File: src/verilog/srst_pkg.sv
// Constants shared by the peripheral soft reset control block
`default_nettype none

package srst_pkg;

  // ---------------------------------------------------------------
  // Bus widths
  // ---------------------------------------------------------------
  localparam int ADDR_W = 12;
  localparam int DATA_W = 32;

  // ---------------------------------------------------------------
  // Register byte offsets
  // ---------------------------------------------------------------
  localparam logic [11:0] OFF_CTRL_A = 12'h040; // soft_reset_ctrl_a
  localparam logic [11:0] OFF_CTRL_B = 12'h044; // soft_reset_ctrl_b
  localparam logic [11:0] OFF_DROP_A = 12'h050; // refused bits, W1C
  localparam logic [11:0] OFF_DROP_B = 12'h054; // refused bits, W1C

  // ---------------------------------------------------------------
  // Reset values
  // ---------------------------------------------------------------
  localparam logic [31:0] CTRL_RST = 32'h0000_0000;
  localparam logic [31:0] DROP_RST = 32'h0000_0000;
  localparam logic [31:0] RDATA_RST = 32'h0000_0000;

  // ---------------------------------------------------------------
  // Field positions, control register a
  // ---------------------------------------------------------------
  localparam int BIT_PULSE_WIDTH = 20;
  localparam int BIT_CONV_ZERO   = 16;
  localparam int BIT_WATCHDOG    = 3;

  // ---------------------------------------------------------------
  // Field positions, control register b
  // ---------------------------------------------------------------
  localparam int BIT_CMP_ONE     = 25;
  localparam int BIT_CMP_ZERO    = 24;
  localparam int BIT_GPC_TWO     = 18;
  localparam int BIT_GPC_ONE     = 17;
  localparam int BIT_GPC_ZERO    = 16;
  localparam int BIT_TWO_WIRE    = 12;
  localparam int BIT_SYNC_SER    = 4;
  localparam int BIT_ASYNC_ONE   = 1;
  localparam int BIT_ASYNC_ZERO  = 0;

  // ---------------------------------------------------------------
  // Implemented bits; all others read zero
  // ---------------------------------------------------------------
  localparam logic [31:0] IMPL_A = 32'h0011_0008;
  localparam logic [31:0] IMPL_B = 32'h0307_1013;

endpackage

`default_nettype wire

File: src/verilog/srst_acc_if.sv
// Decoded register access carried from decoder to core
`default_nettype none

interface srst_acc_if;
  logic        wr;       // Write strobe
  logic        rd;       // Read strobe
  logic        sel_a;    // Control register a addressed
  logic        sel_b;    // Control register b addressed
  logic        sel_da;   // Refused-bit register a addressed
  logic        sel_db;   // Refused-bit register b addressed
  logic        miss;     // No register at this address
  logic [31:0] wdata;    // Write data

  modport dec  (output wr, rd, sel_a, sel_b, sel_da, sel_db, miss, wdata);
  modport core (input  wr, rd, sel_a, sel_b, sel_da, sel_db, miss, wdata);
endinterface

`default_nettype wire

File: src/verilog/srst_ctrl.sv
// Peripheral soft reset control: two masked reset registers
`default_nettype none

module srst_ctrl (
  input  wire logic        clk,
  input  wire logic        rst_b,
  input  wire logic [11:0] reg_addr,
  input  wire logic [31:0] reg_wdata,
  input  wire logic        reg_wr,
  input  wire logic        reg_rd,
  output logic      [31:0] reg_rdata,
  input  wire logic [31:0] capability_mask_a,
  input  wire logic [31:0] capability_mask_b,
  output logic             pulse_width_reset,
  output logic             converter_zero_reset,
  output logic             watchdog_reset,
  output logic             comparator_one_reset,
  output logic             comparator_zero_reset,
  output logic             gp_counter_two_reset,
  output logic             gp_counter_one_reset,
  output logic             gp_counter_zero_reset,
  output logic             two_wire_zero_reset,
  output logic             sync_serial_zero_reset,
  output logic             async_serial_one_reset,
  output logic             async_serial_zero_reset
);

  // ---------------------------------------------------------------
  // Declarations
  // ---------------------------------------------------------------
  srst_acc_if acc ();

  logic [31:0] ctrl_a_r;
  logic [31:0] ctrl_a_nxt;
  logic [31:0] ctrl_b_r;
  logic [31:0] ctrl_b_nxt;
  logic [31:0] drop_a_r;
  logic [31:0] drop_a_nxt;
  logic [31:0] drop_b_r;
  logic [31:0] drop_b_nxt;
  logic [31:0] rdata_nxt;
  logic [31:0] req_a;
  logic [31:0] req_b;
  logic [31:0] keep_a;
  logic [31:0] keep_b;
  logic [31:0] refuse_a;
  logic [31:0] refuse_b;
  logic        wr_a;
  logic        wr_b;
  logic        wr_da;
  logic        wr_db;

  // ---------------------------------------------------------------
  // Address decode
  // ---------------------------------------------------------------
  srst_dec u_dec (
    .addr  (reg_addr),
    .wdata (reg_wdata),
    .wr    (reg_wr),
    .rd    (reg_rd),
    .acc   (acc.dec)
  );

  // ---------------------------------------------------------------
  // Write qualifiers
  // ---------------------------------------------------------------
  // One strobe per register; never more than one active
  assign wr_a  = acc.wr && acc.sel_a;
  assign wr_b  = acc.wr && acc.sel_b;
  assign wr_da = acc.wr && acc.sel_da;
  assign wr_db = acc.wr && acc.sel_db;

  // ---------------------------------------------------------------
  // Write masks
  // ---------------------------------------------------------------
  // Bits that a write to register a may actually take
  always_comb begin
    keep_a = capability_mask_a & srst_pkg::IMPL_A;
  end

  // Bits that a write to register b may actually take
  always_comb begin
    keep_b = capability_mask_b & srst_pkg::IMPL_B;
  end

  // Ones written to implemented bits whose peripheral is absent
  always_comb begin
    refuse_a = reg_wdata & srst_pkg::IMPL_A & ~capability_mask_a;
    refuse_b = reg_wdata & srst_pkg::IMPL_B & ~capability_mask_b;
  end

  // ---------------------------------------------------------------
  // Control register a next value
  // ---------------------------------------------------------------
  // Whole word replaced; absent and reserved bits land as zero
  always_comb begin
    ctrl_a_nxt = ctrl_a_r;
    if (wr_a) begin
      ctrl_a_nxt = acc.wdata & keep_a;
    end
  end

  // ---------------------------------------------------------------
  // Control register b next value
  // ---------------------------------------------------------------
  // Whole word replaced; absent and reserved bits land as zero
  always_comb begin
    ctrl_b_nxt = ctrl_b_r;
    if (wr_b) begin
      ctrl_b_nxt = acc.wdata & keep_b;
    end
  end

  // ---------------------------------------------------------------
  // Control registers
  // ---------------------------------------------------------------
  // Register a: pulse-width, converter zero, watchdog
  always_ff @(posedge clk or negedge rst_b) begin
    if (!rst_b) begin
      ctrl_a_r <= srst_pkg::CTRL_RST;
    end else begin
      ctrl_a_r <= ctrl_a_nxt;
    end
  end

  // Register b: comparators, counters, serial units
  always_ff @(posedge clk or negedge rst_b) begin
    if (!rst_b) begin
      ctrl_b_r <= srst_pkg::CTRL_RST;
    end else begin
      ctrl_b_r <= ctrl_b_nxt;
    end
  end

  // ---------------------------------------------------------------
  // Refused-bit status
  // ---------------------------------------------------------------
  // Sticky record of ones dropped by the capability mask.
  // Write one to clear; a refusal in the same cycle wins.
  always_comb begin
    drop_a_nxt = drop_a_r;
    if (wr_da) begin
      drop_a_nxt = drop_a_nxt & ~acc.wdata;
    end
    if (wr_a) begin
      drop_a_nxt = drop_a_nxt | refuse_a;
    end
  end

  // Same for register b
  always_comb begin
    drop_b_nxt = drop_b_r;
    if (wr_db) begin
      drop_b_nxt = drop_b_nxt & ~acc.wdata;
    end
    if (wr_b) begin
      drop_b_nxt = drop_b_nxt | refuse_b;
    end
  end

  // Refused-bit register a
  always_ff @(posedge clk or negedge rst_b) begin
    if (!rst_b) begin
      drop_a_r <= srst_pkg::DROP_RST;
    end else begin
      drop_a_r <= drop_a_nxt;
    end
  end

  // Refused-bit register b
  always_ff @(posedge clk or negedge rst_b) begin
    if (!rst_b) begin
      drop_b_r <= srst_pkg::DROP_RST;
    end else begin
      drop_b_r <= drop_b_nxt;
    end
  end

  // ---------------------------------------------------------------
  // Read path
  // ---------------------------------------------------------------
  // Select the addressed word; unmapped reads return zero
  always_comb begin
    rdata_nxt = srst_pkg::RDATA_RST;
    if (acc.rd && !acc.miss) begin
      case (1'b1)
        acc.sel_a: begin
          rdata_nxt = ctrl_a_r & srst_pkg::IMPL_A;
        end
        acc.sel_b: begin
          rdata_nxt = ctrl_b_r & srst_pkg::IMPL_B;
        end
        acc.sel_da: begin
          rdata_nxt = drop_a_r;
        end
        acc.sel_db: begin
          rdata_nxt = drop_b_r;
        end
        default: begin
          rdata_nxt = srst_pkg::RDATA_RST;
        end
      endcase
    end
  end

  // Read data stands only in the cycle after the strobe
  always_ff @(posedge clk or negedge rst_b) begin
    if (!rst_b) begin
      reg_rdata <= srst_pkg::RDATA_RST;
    end else begin
      reg_rdata <= rdata_nxt;
    end
  end

  // ---------------------------------------------------------------
  // Reset request flops
  // ---------------------------------------------------------------
  srst_req_drv u_drv (
    .clk    (clk),
    .rst_b  (rst_b),
    .ctrl_a (ctrl_a_r),
    .ctrl_b (ctrl_b_r),
    .req_a  (req_a),
    .req_b  (req_b)
  );

  // ---------------------------------------------------------------
  // Peripheral reset outputs, register a
  // ---------------------------------------------------------------
  assign pulse_width_reset    = req_a[srst_pkg::BIT_PULSE_WIDTH];
  assign converter_zero_reset = req_a[srst_pkg::BIT_CONV_ZERO];
  assign watchdog_reset       = req_a[srst_pkg::BIT_WATCHDOG];

  // ---------------------------------------------------------------
  // Peripheral reset outputs, register b
  // ---------------------------------------------------------------
  // Analog comparators
  assign comparator_one_reset  = req_b[srst_pkg::BIT_CMP_ONE];
  assign comparator_zero_reset = req_b[srst_pkg::BIT_CMP_ZERO];

  // General-purpose counters
  assign gp_counter_two_reset  = req_b[srst_pkg::BIT_GPC_TWO];
  assign gp_counter_one_reset  = req_b[srst_pkg::BIT_GPC_ONE];
  assign gp_counter_zero_reset = req_b[srst_pkg::BIT_GPC_ZERO];

  // Two-wire and synchronous serial units
  assign two_wire_zero_reset    = req_b[srst_pkg::BIT_TWO_WIRE];
  assign sync_serial_zero_reset = req_b[srst_pkg::BIT_SYNC_SER];

  // Asynchronous serial units
  assign async_serial_one_reset  = req_b[srst_pkg::BIT_ASYNC_ONE];
  assign async_serial_zero_reset = req_b[srst_pkg::BIT_ASYNC_ZERO];

endmodule

`default_nettype wire

File: src/verilog/srst_dec.sv
// Address decoder for the soft reset register port
`default_nettype none

module srst_dec (
  input  wire logic [11:0] addr,
  input  wire logic [31:0] wdata,
  input  wire logic        wr,
  input  wire logic        rd,
  srst_acc_if.dec          acc
);

  // ---------------------------------------------------------------
  // Offset compare
  // ---------------------------------------------------------------
  always_comb begin
    acc.sel_a  = (addr == srst_pkg::OFF_CTRL_A);
    acc.sel_b  = (addr == srst_pkg::OFF_CTRL_B);
    acc.sel_da = (addr == srst_pkg::OFF_DROP_A);
    acc.sel_db = (addr == srst_pkg::OFF_DROP_B);
    acc.miss   = !(acc.sel_a || acc.sel_b || acc.sel_da || acc.sel_db);
  end

  // Strobes and data pass through unchanged
  assign acc.wr    = wr;
  assign acc.rd    = rd;
  assign acc.wdata = wdata;

endmodule

`default_nettype wire

File: src/verilog/srst_req_drv.sv
// Registered reset request drivers, one flop per implemented bit
`default_nettype none

module srst_req_drv (
  input  wire logic        clk,
  input  wire logic        rst_b,
  input  wire logic [31:0] ctrl_a,
  input  wire logic [31:0] ctrl_b,
  output logic      [31:0] req_a,
  output logic      [31:0] req_b
);

  // ---------------------------------------------------------------
  // Per-bit request flops
  // ---------------------------------------------------------------
  for (genvar i = 0; i < 32; i++) begin : g_bit
    if (srst_pkg::IMPL_A[i]) begin : g_a
      // Held while the control bit is one
      always_ff @(posedge clk or negedge rst_b) begin
        if (!rst_b) begin
          req_a[i] <= 1'b0;
        end else begin
          req_a[i] <= ctrl_a[i];
        end
      end
    end else begin : g_a0
      assign req_a[i] = 1'b0;
    end
    if (srst_pkg::IMPL_B[i]) begin : g_b
      // Held while the control bit is one
      always_ff @(posedge clk or negedge rst_b) begin
        if (!rst_b) begin
          req_b[i] <= 1'b0;
        end else begin
          req_b[i] <= ctrl_b[i];
        end
      end
    end else begin : g_b0
      assign req_b[i] = 1'b0;
    end
  end

endmodule

`default_nettype wire

File: config.mk
export PLATFORM = sky130hd
export DESIGN_NAME = srst_ctrl
export DESIGN_NICKNAME = d
export VERILOG_FILES = /design/src/verilog/srst_pkg.sv /design/src/verilog/srst_acc_if.sv /design/src/verilog/srst_ctrl.sv /design/src/verilog/srst_dec.sv /design/src/verilog/srst_req_drv.sv
export SDC_FILE = /design/constraint.sdc
export NUM_CORES = 1
export LEC_CHECK = 0
export ABC_AREA = 1
export BUFFER_PORTS_ARGS = -buffer_cell sky130_fd_sc_hd__buf_2
export CAP_MARGIN = 10
export CELL_PAD_IN_SITES_DETAIL_PLACEMENT = 0
export CELL_PAD_IN_SITES_GLOBAL_PLACEMENT = 1
export CORE_MARGIN = 2
export CORE_UTILIZATION = 41
export CTS_CLUSTER_SIZE = 20
export DETAILED_ROUTE_END_ITERATION = 12
export PLACE_DENSITY = 0.86
export SLEW_MARGIN = 5
export SYNTH_ARGS = -nofsm -noshare
export SYNTH_HDL_FRONTEND = slang
export SYNTH_SLANG_ARGS = --single-unit
File: constraint.sdc
create_clock -name clk -period 1.8 [get_ports clk]
set_input_delay 0 -clock clk [delete_from_list [all_inputs] [get_ports clk]]
set_output_delay 0 -clock clk [all_outputs]
set_load 0.01 [all_outputs]
==> flow_metrics.env <==
export IMPL_pin_slew_with_the_least_headroom_to_its_limit_ns=0.653
export IMPL_critPathKind="in2reg"
export IMPL_first_global_vias=4208
export IMPL_num_io_pins=156
export IMPL_critPathRequiredTime_ns=2.09
export IMPL_max_cap_violations=0
export IMPL_post_synth_num_cell_types=25
export IMPL_grt_setup_unrepaired="false"
export IMPL_detail_route_drc_violations=8
export IMPL_number_of_setup_violations_in_the_final_report=0
export IMPL_finalCritPeriodShare_pct=85.1
export IMPL_dieHeight_um=113
export IMPL_syn2layout_area_growth_pct=37.6
export IMPL_cts_buffer_depth=2
export IMPL_drt_iter0_markers=208
export IMPL_port_buffers=103
export IMPL_final_max_slew_viol_count=0
export IMPL_insertedDiodeCount=0
export IMPL_critPathArrivalTime_ns=1.82
export IMPL_power_density_mw_per_mm2=946
export IMPL_clock_skew_ns=0.00645
export IMPL_yosysWarningCount=0
export IMPL_most_common_cell_after_layout_fill_and_taps_aside="dfrtp_1"
export IMPL_worst_hold_path_class="in2reg"
export IMPL_routed_wl_met3_um=671
export IMPL_cts_buffers_inserted=17
export IMPL_synthCells=457
export IMPL_design_core_area_mm2=0.0115
export IMPL_tns_ns=0
export IMPL_pwr_share_seq_pct=42.5
export IMPL_switchingPower_mw=1.30
export IMPL_dieArea_mm2=0.0128
export IMPL_post_route_hold_slack_ns=0.103
export IMPL_vias=3884
export IMPL_synth_top_cells_by_area="dfrtp_1 (61%), a21boi_0 (7.4%), nand2_1 (6.1%), nand3_1 (5.3%), a21oi_2 (3.6%)"
export IMPL_final_fill_count=966
export IMPL_layout_drive_gt1_share_pct=29.3
export IMPL_grt_antenna_before_repair=0
export IMPL_leakage_nw=3.25
export IMPL_postSynthAreaPerCell_um2=10.7
export IMPL_maxClockFrequency_ghz=0.653
export IMPL_cell_internal_pwr_mw=5.07
export IMPL_wl_met1_um=5320
export IMPL_dp_hpwl_um=7390
export IMPL_detail_route_vias_per_cell=4.95
export IMPL_sw_frac_of_total_pct=20.4
export IMPL_ys_seq_elements=120
export IMPL_clock_latency_ns=0.41
export IMPL_grt_start_max_net_pins=121
export IMPL_mostFrequentLayoutCells="dfrtp_1 (120), buf_2 (102), nand2_1 (80)"
export IMPL_ctsHtreeMaxLevel=4
export IMPL_total_overflow_reported_by_the_global_router=0
export IMPL_cts_root_buffer="clkbuf_16"
export IMPL_synth_sequential_area_ratio_pct=61.4
export IMPL_worst_slew_margin_rel_pct=56.5
export IMPL_final_hold_viol_count=0
export IMPL_clock_slew_at_reported_path_ffs_ns=0.05
export IMPL_top_layer_used="met4"
export IMPL_startpoint_type="primary input"
export IMPL_area_leader_netlist="dfrtp_1"
export IMPL_num_nets_final=741
export IMPL_cts_num_sinks=120
export IMPL_effective_utilization_at_floorplan_pct=42.5
export IMPL_finalCriticalPeriod_ns=1.53
export IMPL_postSynthNetCount=569
export IMPL_groute_usage_overall_pct=20.3
export IMPL_synth_top_area_share_pct=61.4
export IMPL_routed_wirelength_um=12000
export IMPL_layout_area_seq_mm2=0.00300
export IMPL_timing_critical_path_to_type="register"
export IMPL_gpl_final_weighted_congestion=0.768
export IMPL_peakVddDrop_v=0.000664
export IMPL_syn_cell_area_mm2=0.00489
export IMPL_wl_met2_um=5940
export IMPL_cts_tree="built"
export IMPL_biggest_fanout_along_the_worst_timing_path=18
export IMPL_portion_of_total_power_attributed_to_combinational_logic_pct=4.2
export IMPL_drt_pre_antenna_iters=8
export IMPL_wire_per_inst_um=15.3
export IMPL_die_x_um=113
export IMPL_run_status="finished with violations"
export IMPL_violations="design-rule violations"
export IMPL_postCtsResizedCells=0
export IMPL_fp_row_count=39
export IMPL_multi_input_comb_area_mm2=0.00165
export IMPL_first_pass_grt_wire_length_um=20200
export IMPL_route_antenna_remaining_nets=0
export IMPL_power_frac_clock_pct=53.3
[sequential cells by signal, summed over array words and instances (netlist names)]
register,count
drop_a_r,32
drop_b_r,32
reg_rdata,32
ctrl_b_r,9
u_drv.req_b,9
ctrl_a_r,3
u_drv.req_a,3
[metrics by stage]
stage          utilization [%]  setup WS, ns  area, um2  instances  total power [mW]
2_1_floorplan                -         0.779       4890        457              2.79
3_3_place_gp              48.3         0.292       5560        695              2.94
3_5_place_dp              48.3         0.246       5560        695              2.95
4_1_cts                   58.5         0.271       6730        785              6.42
5_1_grt                   58.5        0.0758       6730        785              6.59
6_report                  58.5         0.267       6730        785              6.37
[worst max-delay path, stage by stage]
cell           delay (ns)
buf_2                0.10
inv_1                0.08
nand3_1              0.08
nor2_2               0.30
nand2_2              0.14
nor2_4               0.10
buf_4                0.25
nand2_1              0.08
nand2_1              0.06
o21ai_0              0.08
dlygate4sd3_1        0.56
[worst paths after layout]
| check | start | endpoint | slack, ns | cells after the start |
|---|---|---|---|---|
| worst max-delay path | reg_addr[7] | drop_b_r[0]$_DFF_PN0_ | 0.27 | 11 |
| worst min-delay path | reg_addr[9] | reg_rdata[16]$_DFF_PN0_ | 0.10 | 6 |
| worst max register to register | drop_a_r[3]$_DFF_PN0_ | drop_a_r[3]$_DFF_PN0_ | 0.58 | 3 |
| worst min register to register | ctrl_b_r[12]$_DFFE_PN0P_ | u_drv.req_b[12]$_DFF_PN0_ | 0.37 | 0 |
| max in group asynchronous | rst_b | drop_b_r[31]$_DFFE_PN0N_ | 1.08 | 3 |
| min in group asynchronous | rst_b | reg_rdata[27]$_DFF_PN0_ | 0.20 | 3 |
[layout make-up]
cell class	instances	share of cell area, %
clock buffer	23	6.95
clock inverter	9	1.82
inverter	26	1.45
multi-input combinational	291	24.5
sequential	120	44.6
tap	143	2.66
timing repair buffer	173	18.0
[power groups by stage]
stage          clock [mW]  sequential, mW  combinational, mW
5_1_grt              3.58            2.71              0.302
3_5_place_dp            0            2.75              0.192
3_3_place_gp            0            2.75              0.186
6_report             3.39            2.71              0.269
4_1_cts              3.45            2.71              0.271
2_1_floorplan           0            2.76             0.0297
[kinds of logic after synthesis]
| logic type | after synthesis | share of synthesized area, % |
|---|---|---|
| simple gates | 189 | 19.0 |
| flops | 120 | 61.4 |
| compound gates | 102 | 14.7 |
| buf+inv | 46 | 4.94 |
[Yosys cell counts]
| library cell | instances |
|---|---|
| a21boi_0 | 48 |
| a21boi_1 | 2 |
| a21oi_1 | 4 |
| a21oi_2 | 20 |
| a22oi_2 | 1 |
| and2_0 | 2 |
| buf_2 | 10 |
| buf_4 | 3 |
| buf_6 | 6 |
| clkbuf_1 | 1 |
| dfrtp_1 | 120 |
| inv_1 | 23 |
| inv_2 | 3 |
| nand2_1 | 80 |
| nand2_2 | 5 |
| nand2_4 | 3 |
| nand3_1 | 52 |
| nand4_1 | 2 |
| nand4_4 | 1 |
| nor2_1 | 32 |
| nor2_2 | 3 |
| nor2_4 | 7 |
| nor2_8 | 2 |
| o21ai_0 | 12 |
| o21ai_1 | 15 |
[layer usage]
metal | track usage, % | up-vias
met4 | 6.02 | 0
li1 | - | 1853
met1 | 26.0 | 1906
met3 | 6.37 | 8
met2 | 33.4 | 117
met5 | 0 | -
[timing repair]
| action | 4_1_cts | 5_1_grt |
|---|---|---|
| endpoints found under the hold margin | 199 | 0 |
| hold buffers | 58 | 0 |
| buffers inserted | 0 | 0 |
Note: power is estimated with default switching activity, not from simulation.
